**src/core/adc_ctl_regs.svh**
```systemverilog
// Register offsets, field positions, reset values and cycle counts
// of the converter control block.
// Assumes an 8-bit data-memory address and 8-bit register data.
`ifndef ADC_CTL_REGS_SVH
`define ADC_CTL_REGS_SVH

// ****************************************************************
// Register offsets
// ****************************************************************
`define RESULT_LOW_ADDR     8'h78
`define RESULT_HIGH_ADDR    8'h79
`define CONTROL_A_ADDR      8'h7a
`define CONTROL_B_ADDR      8'h7b
`define LAYOUT_ADDR         8'h7c
`define PIN_DISABLE_ADDR    8'h7e

// ****************************************************************
// Field positions
// ****************************************************************
`define CA_ENABLE_BIT       7
`define CA_START_BIT        6
`define CA_AUTO_BIT         5
`define CA_DONE_BIT         4
`define CA_IRQ_EN_BIT       3
`define CA_DIV_MSB          2
`define CA_DIV_LSB          0
`define CB_SRC_MSB          2
`define CB_SRC_LSB          0
`define LAYOUT_LEFT_BIT     5

// ****************************************************************
// Reset values and constants
// ****************************************************************
`define BYTE_ZERO           8'h00
`define RESULT_ZERO         10'h000
`define SRC_FREE_RUN        3'h0
`define PAD_LEFT            6'h00
`define PAD_RIGHT           6'h00

// Converter clock cycles per conversion
`define FIRST_CONV_CYCLES   5'h19
`define NORMAL_CONV_CYCLES  5'h0d
`define CYCLE_ZERO          5'h00
`define CYCLE_ONE           5'h01

// Prescaler terminal counts (divisor minus one)
`define DIV_LIM_2           7'h01
`define DIV_LIM_4           7'h03
`define DIV_LIM_8           7'h07
`define DIV_LIM_16          7'h0f
`define DIV_LIM_32          7'h1f
`define DIV_LIM_64          7'h3f
`define DIV_LIM_128         7'h7f
`define DIV_CNT_ZERO        7'h00
`define DIV_CNT_ONE         7'h01

`endif

```
**src/core/adc_ctl_pkg.sv**
```systemverilog
// Types shared by the converter control modules.
// Assumes adc_ctl_regs.svh for all numeric constants.
package adc_ctl_pkg;

  typedef logic [7:0] byte_t;
  typedef logic [9:0] result_t;
  typedef logic [2:0] sel_t;

  // Trigger sources, codes 0 to 7
  typedef enum logic [2:0] {
    SRC_FREE_RUN   = 3'b000,
    SRC_COMPARATOR = 3'b001,
    SRC_EXT_INT0   = 3'b010,
    SRC_T0_COMPARE = 3'b011,
    SRC_T0_OVF     = 3'b100,
    SRC_T1_COMP_B  = 3'b101,
    SRC_T1_OVF     = 3'b110,
    SRC_T1_CAPTURE = 3'b111
  } trig_src_e;

  typedef enum logic [0:0] {
    SEQ_IDLE    = 1'b0,
    SEQ_CONVERT = 1'b1
  } seq_state_e;

endpackage

```
**src/core/conv_if.sv**
```systemverilog
// Signals between the control top, the prescaler and the sequencer.
// Assumes all three parties run on the same clock.
`timescale 1ns/100ps
`default_nettype none

interface conv_if;
  import adc_ctl_pkg::*;

  logic enable;
  sel_t div_sel;
  logic tick;
  logic start;
  logic busy;
  logic done;

  modport ctrl    (output enable, output div_sel, output start, input busy, input done);
  modport divider (input enable, input div_sel, output tick);
  modport seq     (input enable, input tick, input start, output busy, output done);
endinterface

`default_nettype wire

```
**src/core/conv_clock_divider.sv**
```systemverilog
// Prescaler making the converter clock tick from the system clock.
// Assumes a synchronised active-low reset from the top.
`timescale 1ns/100ps
`default_nettype none
`include "adc_ctl_regs.svh"

module conv_clock_divider (
  // Clock and reset
  input  wire logic clk,
  input  wire logic rst_n,
  // Control link
  conv_if.divider   link
);
  import adc_ctl_pkg::*;

  typedef struct packed {
    logic [6:0] cnt;
    logic       tick;
  } div_state_s;

  div_state_s s_r;
  div_state_s s_nxt;

  function automatic logic [6:0] div_limit(input sel_t code);
    case (code)
      3'h0:    div_limit = `DIV_LIM_2;
      3'h1:    div_limit = `DIV_LIM_2;
      3'h2:    div_limit = `DIV_LIM_4;
      3'h3:    div_limit = `DIV_LIM_8;
      3'h4:    div_limit = `DIV_LIM_16;
      3'h5:    div_limit = `DIV_LIM_32;
      3'h6:    div_limit = `DIV_LIM_64;
      default: div_limit = `DIV_LIM_128;
    endcase
  endfunction

  always_comb begin
    s_nxt = s_r;
    s_nxt.tick = 1'b0;
    if (!link.enable) begin
      s_nxt.cnt = `DIV_CNT_ZERO;
    // Compare with >= so a lowered divisor never strands the counter
    end else if (s_r.cnt >= div_limit(link.div_sel)) begin
      s_nxt.cnt  = `DIV_CNT_ZERO;
      s_nxt.tick = 1'b1;
    end else begin
      s_nxt.cnt = s_r.cnt + `DIV_CNT_ONE;
    end
  end

  always_ff @(posedge clk or negedge rst_n) begin
    if (!rst_n) begin
      s_r <= '0;
    end else begin
      s_r <= s_nxt;
    end
  end

  assign link.tick = s_r.tick;
endmodule

`default_nettype wire

```
**src/core/conv_sequencer.sv**
```systemverilog
// Times one conversion in converter clock ticks.
// Assumes start is a one-cycle pulse given only while not busy.
`timescale 1ns/100ps
`default_nettype none
`include "adc_ctl_regs.svh"

module conv_sequencer (
  // Clock and reset
  input  wire logic clk,
  input  wire logic rst_n,
  // Control link
  conv_if.seq       link
);
  import adc_ctl_pkg::*;

  typedef struct packed {
    seq_state_e state;
    logic [4:0] cnt;
    logic [4:0] limit;
    logic       initialized;
    logic       done;
  } seq_s;

  seq_s s_r;
  seq_s s_nxt;

  always_comb begin
    s_nxt = s_r;
    s_nxt.done = 1'b0;
    if (!link.enable) begin
      s_nxt.state       = SEQ_IDLE;
      s_nxt.cnt         = `CYCLE_ZERO;
      s_nxt.initialized = 1'b0;
    end else begin
      case (s_r.state)
        SEQ_IDLE: begin
          if (link.start) begin
            s_nxt.state = SEQ_CONVERT;
            s_nxt.cnt   = `CYCLE_ZERO;
            s_nxt.limit = s_r.initialized ? `NORMAL_CONV_CYCLES : `FIRST_CONV_CYCLES;
          end
        end
        SEQ_CONVERT: begin
          if (link.tick) begin
            if (s_r.cnt == s_r.limit - `CYCLE_ONE) begin
              s_nxt.state       = SEQ_IDLE;
              s_nxt.done        = 1'b1;
              s_nxt.initialized = 1'b1;
            end else begin
              s_nxt.cnt = s_r.cnt + `CYCLE_ONE;
            end
          end
        end
        default: begin
          s_nxt.state = SEQ_IDLE;
        end
      endcase
    end
  end

  always_ff @(posedge clk or negedge rst_n) begin
    if (!rst_n) begin
      s_r <= '0;
    end else begin
      s_r <= s_nxt;
    end
  end

  assign link.busy = (s_r.state == SEQ_CONVERT);
  assign link.done = s_r.done;
endmodule

`default_nettype wire

```
**src/core/adc_control_result_regs.sv**
```systemverilog
// Control, status, trigger and result registers of a 10-bit converter.
// Assumes same-clock trigger flags, result and interrupt handshake;
// analog pins arrive asynchronous and are synchronised here.
`timescale 1ns/100ps
`default_nettype none
`include "adc_ctl_regs.svh"

module adc_control_result_regs (
  // Clock and reset
  input  wire logic                 clk,
  input  wire logic                 arst_n,
  // Register port
  input  wire logic [7:0]           addr,
  input  wire adc_ctl_pkg::byte_t   wr_data,
  input  wire logic                 wr_strobe,
  input  wire logic                 rd_strobe,
  output var  adc_ctl_pkg::byte_t   rd_data,
  // Converter front end
  input  wire adc_ctl_pkg::result_t sample_value,
  output var  logic                 converter_on,
  output var  logic                 converting,
  // Trigger flags for codes 1 to 7
  input  wire logic [6:0]           trigger_flags,
  // Processor interrupt handshake
  input  wire logic                 global_irq_enable,
  input  wire logic                 irq_vector_taken,
  output var  logic                 irq_request,
  // Analog pins and port input path
  input  wire logic [7:0]           pin_level,
  output var  logic [7:0]           input_buffer_off,
  output var  logic [7:0]           port_pin_value
);
  import adc_ctl_pkg::*;

  // ****************************************************************
  // Reset release
  // ****************************************************************
  logic rst_meta_r;
  logic rst_n_r;

  always_ff @(posedge clk or negedge arst_n) begin
    if (!arst_n) begin
      rst_meta_r <= 1'b0;
      rst_n_r    <= 1'b0;
    end else begin
      rst_meta_r <= 1'b1;
      rst_n_r    <= rst_meta_r;
    end
  end

  // ****************************************************************
  // Sub-blocks
  // ****************************************************************
  conv_if link ();

  conv_clock_divider u_divider (
    .clk   (clk),
    .rst_n (rst_n_r),
    .link  (link)
  );

  conv_sequencer u_sequencer (
    .clk   (clk),
    .rst_n (rst_n_r),
    .link  (link)
  );

  // ****************************************************************
  // State
  // ****************************************************************
  typedef struct packed {
    byte_t     rdata;
    logic      enable;
    logic      auto_trig;
    logic      done_flag;
    logic      irq_en;
    sel_t      div_sel;
    trig_src_e src;
    logic      left_adj;
    byte_t     pin_disable;
    result_t   result;
    logic      lock;
    logic      start;
    logic      trig_prev;
    logic      irq;
    logic      busy;
    byte_t     pin_meta;
    byte_t     pin_sync;
    byte_t     pin_value;
  } ctl_s;

  ctl_s s_r;
  ctl_s s_nxt;

  // ****************************************************************
  // Decode and derived terms
  // ****************************************************************
  logic    wr_ctrl_a;
  logic    wr_ctrl_b;
  logic    wr_layout;
  logic    wr_disable;
  logic    rd_low;
  logic    rd_high;
  logic    enable_next;
  logic    trig_level;
  logic    trig_edge;
  logic    auto_start;
  logic    sw_start;
  logic    flag_clear;
  byte_t   low_view;
  byte_t   high_view;
  byte_t   rd_mux;

  assign wr_ctrl_a  = wr_strobe && (addr == `CONTROL_A_ADDR);
  assign wr_ctrl_b  = wr_strobe && (addr == `CONTROL_B_ADDR);
  assign wr_layout  = wr_strobe && (addr == `LAYOUT_ADDR);
  assign wr_disable = wr_strobe && (addr == `PIN_DISABLE_ADDR);
  assign rd_low     = rd_strobe && (addr == `RESULT_LOW_ADDR);
  assign rd_high    = rd_strobe && (addr == `RESULT_HIGH_ADDR);

  assign enable_next = wr_ctrl_a ? wr_data[`CA_ENABLE_BIT] : s_r.enable;

  always_comb begin
    // free-running code has no level of its own
    if (s_r.src == SRC_FREE_RUN) begin
      trig_level = 1'b0;
    end else begin
      trig_level = trigger_flags[s_r.src - 3'h1];
    end
  end

  assign trig_edge = trig_level && !s_r.trig_prev;

  assign auto_start = s_r.auto_trig &&
                      ((s_r.src != SRC_FREE_RUN) ? trig_edge : link.done);

  assign sw_start = wr_ctrl_a && wr_data[`CA_START_BIT];

  assign flag_clear = irq_vector_taken || (wr_ctrl_a && wr_data[`CA_DONE_BIT]);

  assign low_view  = s_r.left_adj ? {s_r.result[1:0], `PAD_LEFT} : s_r.result[7:0];
  assign high_view = s_r.left_adj ? s_r.result[9:2] : {`PAD_RIGHT, s_r.result[9:8]};

  // ****************************************************************
  // Register read views
  // ****************************************************************
  // Built from the field positions, so a moved field moves its read bit
  byte_t   ctrl_a_view;
  byte_t   ctrl_b_view;
  byte_t   layout_view;

  always_comb begin
    // Reserved positions read zero
    ctrl_a_view                          = `BYTE_ZERO;
    ctrl_a_view[`CA_ENABLE_BIT]          = s_r.enable;
    ctrl_a_view[`CA_START_BIT]           = s_r.busy || s_r.start;
    ctrl_a_view[`CA_AUTO_BIT]            = s_r.auto_trig;
    ctrl_a_view[`CA_DONE_BIT]            = s_r.done_flag;
    ctrl_a_view[`CA_IRQ_EN_BIT]          = s_r.irq_en;
    ctrl_a_view[`CA_DIV_MSB:`CA_DIV_LSB] = s_r.div_sel;
    ctrl_b_view                          = `BYTE_ZERO;
    ctrl_b_view[`CB_SRC_MSB:`CB_SRC_LSB] = s_r.src;
    layout_view                          = `BYTE_ZERO;
    layout_view[`LAYOUT_LEFT_BIT]        = s_r.left_adj;
  end

  // ****************************************************************
  // Read mux
  // ****************************************************************
  // Reads have no side effect here; only the result bytes lock

  always_comb begin
    case (addr)
      `RESULT_LOW_ADDR:  rd_mux = low_view;
      `RESULT_HIGH_ADDR: rd_mux = high_view;
      `CONTROL_A_ADDR:   rd_mux = ctrl_a_view;
      `CONTROL_B_ADDR:   rd_mux = ctrl_b_view;
      `LAYOUT_ADDR:      rd_mux = layout_view;
      `PIN_DISABLE_ADDR: rd_mux = s_r.pin_disable;
      default:           rd_mux = `BYTE_ZERO;
    endcase
  end

  // ****************************************************************
  // Next state
  // ****************************************************************
  always_comb begin
    s_nxt = s_r;

    // Read data lives for exactly the cycle after the strobe
    s_nxt.rdata = rd_strobe ? rd_mux : `BYTE_ZERO;

    if (wr_ctrl_a) begin
      s_nxt.enable    = wr_data[`CA_ENABLE_BIT];
      s_nxt.auto_trig = wr_data[`CA_AUTO_BIT];
      s_nxt.irq_en    = wr_data[`CA_IRQ_EN_BIT];
      s_nxt.div_sel   = wr_data[`CA_DIV_MSB:`CA_DIV_LSB];
    end
    if (wr_ctrl_b) begin
      s_nxt.src = trig_src_e'(wr_data[`CB_SRC_MSB:`CB_SRC_LSB]);
    end
    if (wr_layout) begin
      s_nxt.left_adj = wr_data[`LAYOUT_LEFT_BIT];
    end
    if (wr_disable) begin
      s_nxt.pin_disable = wr_data;
    end

    // flag set on completion, set beats clear
    s_nxt.done_flag = link.done || (s_r.done_flag && !flag_clear);

    // low read locks, high read unlocks
    if (rd_high) begin
      s_nxt.lock = 1'b0;
    end else if (rd_low) begin
      s_nxt.lock = 1'b1;
    end

    // front end code passed unchanged, kept while the low byte locks
    if (link.done && !s_r.lock) begin
      s_nxt.result = sample_value;
    end

    s_nxt.trig_prev = trig_level;
    s_nxt.busy      = link.busy || link.start;

    // One-cycle start pulse; a start while converting is dropped
    s_nxt.start = enable_next && !s_r.start && !link.busy && (sw_start || auto_start);
    if (!enable_next) begin
      s_nxt.start = 1'b0;
    end

    s_nxt.irq = s_r.done_flag && s_r.irq_en && global_irq_enable;

    s_nxt.pin_meta  = pin_level;
    s_nxt.pin_sync  = s_r.pin_meta;
    s_nxt.pin_value = s_r.pin_sync & ~s_r.pin_disable;
  end

  always_ff @(posedge clk or negedge rst_n_r) begin
    if (!rst_n_r) begin
      s_r <= '0;
    end else begin
      s_r <= s_nxt;
    end
  end

  // ****************************************************************
  // Outputs
  // ****************************************************************
  // disable reaches the sequencer in the cycle after the write
  assign link.enable  = s_r.enable;
  assign link.div_sel = s_r.div_sel;
  assign link.start   = s_r.start;

  assign rd_data          = s_r.rdata;
  assign converter_on     = s_r.enable;
  assign converting       = s_r.busy;
  assign irq_request      = s_r.irq;
  assign input_buffer_off = s_r.pin_disable;
  assign port_pin_value   = s_r.pin_value;
endmodule

`default_nettype wire

```
**config.mk**
```make
export PLATFORM = sky130hd
export DESIGN_NAME = adc_control_result_regs
export DESIGN_NICKNAME = d
export VERILOG_FILES = /design/src/core/adc_ctl_pkg.sv /design/src/core/conv_if.sv /design/src/core/conv_clock_divider.sv /design/src/core/conv_sequencer.sv /design/src/core/adc_control_result_regs.sv
export VERILOG_INCLUDE_DIRS = /design/src /design/src/core
export SDC_FILE = /design/constraint.sdc
export NUM_CORES = 1
export LEC_CHECK = 0
export BUFFER_PORTS_ARGS = -buffer_cell sky130_fd_sc_hd__buf_4
export CORE_MARGIN = 2
export CORE_UTILIZATION = 40
export CTS_CLUSTER_DIAMETER = 80
export DETAILED_ROUTE_END_ITERATION = 8
export SYNTH_ARGS = -nofsm -noshare
export SYNTH_HDL_FRONTEND = slang
export SYNTH_HIERARCHICAL = 1
export SYNTH_SLANG_ARGS = --single-unit
```
**constraint.sdc**
```tcl
create_clock -name clk -period 2.55 [get_ports clk]
set_input_delay 0.1275 -clock clk [delete_from_list [all_inputs] [get_ports clk]]
set_output_delay 0.1275 -clock clk [all_outputs]
set_load 0.005 [all_outputs]
```
==> out/results.ini, run 1 <==
[logic_synthesis]
synth.yosys.seq_area_share_pct=53.1
synthMuxAreaShare_pct=12.8
synth_adder_area_share_pct=3.66
yosysWarnings=6
synth_area_leaders=dfrtp_1 (53%), mux2_2 (9.6%), buf_4 (4.4%)
synth_top_family_by_area=multiplexers
synth.distinct_cells=54
synth_edf_count=0
synth_compound_area_share_pct=9.77
synthesis.area_mm2=0.00410
synth_xor_area_share_pct=1.83
synth_top_cell_area_share_pct=53.1
syn_inst=345
synthSimpleGateAreaFrac_pct=12.4
ys.flop_type=dfrtp_1
avgSynthCellArea_um2=11.9
synth_top_cell_by_area=dfrtp_1
syn_nets=404
async_flop_share_pct=100
ys_ff_latch=87

[power]
clkPwrFrac_pct=37.8
switching_share_pct=25.2
p_int_uw=2030
p_sw_uw=683
vdd_ir_drop_max_uv=265
combPwrFrac_pct=8.4
power_density_mw_per_mm2=533
p_leak_uw=0.00240
p_seq_share_pct=53.8

[die]
ios=74
die_area_mm2=0.0111
fp.dieH_um=105
rows=36
start_util_pct=41.6
coreArea_mm2=0.00986
die_x_um=105

[sta]
fmax_ghz=0.441
hold_viol=0
min_period_ps=2270
slew_headroom_pct=55.0
finalCritPeriodShare_pct=89.0
fin_tns_setup_ps=0
rsz0062_at_grt=false
drv_slew=0
final.setup_skew_ps=10.3
setup_viol=0
worstMarginPinSlew_ps=675

[critical_path]
cpMostUsedCell=a221oi_1
crit_type=reg2reg
rr_startpoint=ctrl_b_view[0]$_DFFE_PN0P_
startpoint_type=flip-flop
crit_path_cell_trace=inv_1 -> ha_1 -> mux2_2 -> a221oi_1 -> o32ai_1 -> a221oi_1 -> and4bb_1
max_stage_delay_ps=390
cp_slowest_cell=ha_1
cp_top_family=compound AO/OA/AOI/OAI gates
r2r_end=link.start$_DFF_PN0_
critical_path_arrival_ps=2530
reg2reg_setup_slack_ps=280
r2r_cells=7
worstPathBufferInverterCount=1
endpoint_kind=flip-flop
crit_required_ps=2810
worstPathMaxFanout=6

[placement]
placed_cells=523
place_hpwl_um=6090
port_buffers=73
gp_congestion=0.818

[grt]
antenna_found_initial=0
first_global_vias=2873
grt-ovfl-total=0
grt_max_degree=46
grt_usage_pct=15.9
grt_pass1_wl_um=14000

[clock_network]
tritoncts=built
cts_made_buffers=9
cts-htree-levels=3
clk_pin_slew_ps=100
cts_resized=0
clock_path_buffers=2
root_buffer=clkbuf_8
cts_sinks=87
clkLatencyLatePin_ps=370

[routing]
drc=0
ant_nets=0
routed_wl_um=8360
routedWlPerCell_um=14.9
vias=2853
drtPass1Iterations=4
avgViaCountPerCell=5.09
drt_iter0_markers=115

[final_layout]
fill_cells=877
fin_cells=561
area_delta_synth_final_pct=24.0
drive_gt1_share_pct=33.9
nets=482
insertedDiodeCount=0

[run]
max-cap-violations=0

[status]
status=completed

[worst_hold_path]
hp-class=in2reg
hold-path-endpoint=input_buffer_off[7]$_DFFE_PN0P_
min_from=wr_data[7]
min_path_cells=2

-- power by group through the flow --
stage | logic, uW | registers [uW] | clock network [uW]
global placement | 198 | 1480 | 0
floorplan | 108 | 1480 | 0
global route | 251 | 1470 | 1110
CTS | 231 | 1460 | 1060
finish | 228 | 1460 | 1020
detailed placement | 203 | 1490 | 0
-- Yosys cell counts (4+ instances only) --
| library cell | instances |
|---|---|
| dfrtp_1 | 87 |
| mux2_2 | 35 |
| buf_4 | 24 |
| nor2_1 | 22 |
| nand2_1 | 17 |
| inv_1 | 13 |
| ha_1 | 12 |
| nand3_1 | 12 |
| o21ai_0 | 12 |
| nor2b_1 | 11 |
| a21oi_1 | 10 |
| mux2i_1 | 7 |
| clkbuf_1 | 6 |
| a22o_1 | 5 |
| a22oi_1 | 5 |
| nor3_1 | 5 |
| a221oi_1 | 4 |
| and3_1 | 4 |
| nor3b_1 | 4 |
-- kinds of logic after synthesis --
family | count (synthesis)
and+or+nand+nor | 94
DFF | 87
adders and majority gates | 12
AOI/OAI and AO/OA | 55
xor gates and xnor gates | 6
muxes | 45
other | 1
buffers and inverters | 45
-- sequential cells by signal, summed over array words and instances (netlist names), 7 cells and up --
name	flops
input_buffer_off	8
s_nxt	8
rd_data	8
u_divider/s_r	7
port_pin_value	8
u_sequencer/s_r	9
s_r	20
-- layout by cell type, fill, tap and decap left out, types with 5 or more instances in the layout --
cell type	instances
inv_1	13
a22o_1	5
nor2b_1	11
nand2_1	17
ha_1	12
nor3_1	5
nand3_1	12
a22oi_1	5
a21oi_1	10
mux2i_1	7
nor2_1	22
mux2_2	35
dlygate4sd3_1	22
clkbuf_8	9
dfrtp_1	86
buf_4	76
o21ai_0	12
-- through the flow --
step / instance area [um2] / power (uW) / hold WS, ps / worst slack [ps] / util (%)
CTS: 5080 / 2750 / 3.71 / 274 / 51.5
finish: 5080 / 2710 / 9.56 / 280 / 51.5
floorplan: 4100 / 1590 / -168 / 352 / -
global placement: 4650 / 1680 / -89.9 / 363 / 47.1
global route: 5080 / 2830 / 4.26 / 151 / 51.5
detailed placement: 4650 / 1690 / -87.8 / 292 / 47.1
-- timing repair --
item                      4_1_cts  5_1_grt
buffers inserted                0        0
hold endpoints to repair       24        0
hold buffers                   22        0
-- area by class of cell --
type / count / area [um2] / share of cell area [%]
inverters: 13 / 48.8 / 0.960
clock inverters: 7 / 92.6 / 1.82
well taps: 133 / 166 / 3.27
flip-flops and latches: 87 / 2180 / 42.9
multi-input cells: 213 / 1660 / 32.7
repair buffers: 99 / 811 / 15.9
clock buffers: 9 / 124 / 2.44
-- worst reg2reg max path, cell delays in order (launching register included) --
cell      delay (ps)
dfrtp_1          350
inv_1             70
ha_1             390
mux2_2           370
a221oi_1         290
o32ai_1          190
a221oi_1         300
and4bb_1         220
-- worst max path at each step --
| stage | from | to | cells past startpoint |
|---|---|---|---|
| after floorplan | ctrl_b_view[0]$_DFFE_PN0P_ | link.start$_DFF_PN0_ | 7 |
| after global placement | ctrl_b_view[1]$_DFFE_PN0P_ | link.start$_DFF_PN0_ | 7 |
| after detailed placement | ctrl_b_view[0]$_DFFE_PN0P_ | link.start$_DFF_PN0_ | 7 |
| after CTS | ctrl_b_view[0]$_DFFE_PN0P_ | link.start$_DFF_PN0_ | 7 |
| after global routing | ctrl_b_view[0]$_DFFE_PN0P_ | link.start$_DFF_PN0_ | 7 |
| final | ctrl_b_view[0]$_DFFE_PN0P_ | link.start$_DFF_PN0_ | 7 |
-- routing by layer --
layer  routed length [um]  up-vias  GRT usage, %
met4                  117        0          5.71
met3                  335       11          2.97
li1                     -     1361             -
met2                 4110       65          27.0
met5                    0        -             0
met1                 3800     1416          20.3
Note: power is estimated with default switching activity, not from simulation.
==> run 2: changes to the inputs <==
--- a/config.mk
+++ b/config.mk
@@ -11,6 +11,7 @@
 export CORE_UTILIZATION = 40
 export CTS_CLUSTER_DIAMETER = 80
 export DETAILED_ROUTE_END_ITERATION = 8
+export SETUP_SLACK_MARGIN = 0.5
 export SYNTH_ARGS = -nofsm -noshare
 export SYNTH_HDL_FRONTEND = slang
 export SYNTH_HIERARCHICAL = 1
==> out/results.ini, run 2 (synthesis results as in run 1) <==
[status]
status=completed

[routing]
avgViaCountPerCell=5.04  ; -0.99%
routed_wl_um=8810  ; +5.4%
ant_nets=0  ; unchanged
routedWlPerCell_um=15.5  ; +4.2%
drtPass1Iterations=4  ; unchanged
drc=0  ; unchanged
vias=2855  ; +0.070%
drt_iter0_markers=76  ; -34%

[critical_path]
crit_required_ps=2810  ; about the same
cp_slowest_cell=dfrtp_1
startpoint_type=flip-flop
crit_path_cell_trace=inv_2 -> ha_4 -> mux2_4 -> a221oi_4 -> o32ai_2 -> a221oi_1 -> and4bb_1
crit_type=reg2reg
worstPathMaxFanout=3  ; -3
max_stage_delay_ps=400  ; about the same
endpoint_kind=flip-flop
critical_path_arrival_ps=2370  ; -160 ps

[clock_network]
cts_sinks=87  ; unchanged
cts-htree-levels=3  ; unchanged
clk_pin_slew_ps=90  ; about the same
tritoncts=built
clkLatencyLatePin_ps=370  ; about the same
cts_made_buffers=9  ; unchanged
root_buffer=clkbuf_8
clock_path_buffers=2  ; unchanged

[placement]
port_buffers=73  ; unchanged
gp_congestion=0.811  ; -0.88%
dpl_worst_slack_ps=326  ; +34.5 ps
place_hpwl_um=6180  ; +1.4%

[final_layout]
area_delta_synth_final_pct=26.7
largest-register=s_r
final_common_cell=dfrtp_1
layout_common_cells=dfrtp_1 (85), buf_4 (80), mux2_2 (33), dlygate4sd3_1 (24), nor2_1 (21)
drive_gt1_share_pct=36.2  ; +2.3 points
insertedDiodeCount=0  ; unchanged
reg.largest.list=s_r: 20 flops, u_sequencer/s_r: 9 flops
utilization_pct=52.7  ; +1.1 points
largest_reg_flops=20  ; unchanged
nets=488  ; +1.2%

[grt]
antenna_found_initial=0  ; unchanged
grt-ovfl-total=0  ; unchanged
grt_usage_pct=17.0  ; +1.1 points
grt_max_degree=37  ; -20%
first_global_vias=2979  ; +3.7%
grt_pass1_wl_um=14700  ; +5.5%

[sta]
setup_viol=0  ; unchanged
rsz0062_at_grt=true
worstMarginPinSlew_ps=713  ; +38.5 ps
drv_slew=0  ; unchanged
fin_ws_ps=436  ; +156 ps
final.setup_skew_ps=16.8  ; +6.48 ps
slew_headroom_pct=52.4  ; -2.6 points
fin_tns_setup_ps=0  ; unchanged
min_period_ps=2110  ; -156 ps
finalCritPeriodShare_pct=82.9  ; -6.1 points
hold_viol=0  ; unchanged
fmax_ghz=0.473  ; +7.4%

[power]
vdd_ir_drop_max_uv=237  ; -11%
p_sw_uw=658  ; -3.6%
combPwrFrac_pct=9.9  ; +1.5 points
clkPwrFrac_pct=36.0  ; -1.8 points
p_seq_share_pct=54.1  ; +0.3 points
switching_share_pct=24.5  ; -0.69 points
p_int_uw=2030  ; about the same
power_density_mw_per_mm2=517  ; -3.0%
p_leak_uw=0.00243  ; +1.5%

[die]
die_x_um=105  ; unchanged
start_util_pct=41.6  ; unchanged
rows=36  ; unchanged
coreArea_mm2=0.00986  ; unchanged
die_area_mm2=0.0111  ; unchanged
fp.dieH_um=105  ; unchanged
ios=74  ; unchanged

[run]
max-cap-violations=0  ; unchanged

[worst_hold_path]
hp-class=in2reg

## run 2: cell types whose count changed in the layout (fill, tap and decap cells not counted), sizes merged
| cell | before | now |
|---|---|---|
| clkbuf | 9 | 10 |
| dlygate4sd3 | 22 | 24 |
| clkinvlp | 2 | 3 |
| inv | 15 | 14 |
| clkinv | 2 | 1 |
| buf | 77 | 81 |
## run 2: per-stage QoR
| step | instances | hold slack (ps) | power [uW] | cell area, um2 |
|---|---|---|---|---|
| after global placement | 523 | -89.3 | 1690 | 4670 |
| after floorplan | 345 | -168 | 1590 | 4120 |
| final | 567 | 14.0 | 2690 | 5190 |
| after CTS | 565 | 0.266 | 2710 | 5150 |
| after detailed placement | 523 | -87.9 | 1700 | 4670 |
| after global routing | 567 | 8.87 | 2810 | 5190 |
## run 2: final cells by class
type	count	area, um2
Clock inverter	6	70.1
Inverter	13	48.8
Sequential cell	87	2180
Fill cell	851	4670
Tap cell	133	166
Multi-Input combinational cell	213	1740
Clock buffer	10	128
Timing Repair Buffer	105	861
## run 2: timing repair
item,in CTS,in global routing
pin swaps,5,5
resized for setup,5,5
hold buffers,23,1
setup buffers,3,1
setup endpoints to repair,1,1
endpoints found under the hold margin,25,1
## run 2: final timing paths
check                                           startpoint                    endpoint  slack [ps]  cells past startpoint
worst max-delay path            ctrl_b_view[1]$_DFFE_PN0P_        link.start$_DFF_PN0_         440                      7
worst min-delay path                            wr_data[5]  layout_view[5]$_DFFE_PN0P_          10                      2
worst max register to register  ctrl_b_view[1]$_DFFE_PN0P_        link.start$_DFF_PN0_         440                      7
worst min register to register           rst_n_r$_DFF_PN0_           s_r[10]$_DFF_PN0_         280                      0
max in group asynchronous                rst_n_r$_DFF_PN0_           s_r[11]$_DFF_PN0_        1630                      1
min in group asynchronous                           arst_n           rst_n_r$_DFF_PN0_          60                      2
## run 2: power by group through the flow
stage / sequential (uW) / clock, uW / combinational (uW)
2_1_floorplan: 1480 / 0 / 112
3_3_place_gp: 1480 / 0 / 207
3_5_place_dp: 1480 / 0 / 214
6_report: 1450 / 966 / 266
4_1_cts: 1450 / 1000 / 255
5_1_grt: 1460 / 1060 / 292
## run 2: metal layers
layer / vias up / wire [um] / track usage, % / part of all wire (%)
li1: 1367 / - / - / -
met1: 1400 / 3860 / 21.5 / 44
met2: 69 / 4330 / 28.2 / 49
met3: 19 / 429 / 3.46 / 4.9
met4: 0 / 187 / 7.71 / 2.1
met5: - / 0 / 0 / 0
## run 2: critical path: cells and delay by family (launching register included)
family	cells	cell delay [ps]
DFF	1	400
AOI/OAI and AO/OA	3	710
muxes	1	310
adders and majority gates	1	290
and+or+nand+nor	1	220
buffers and inverters	1	80
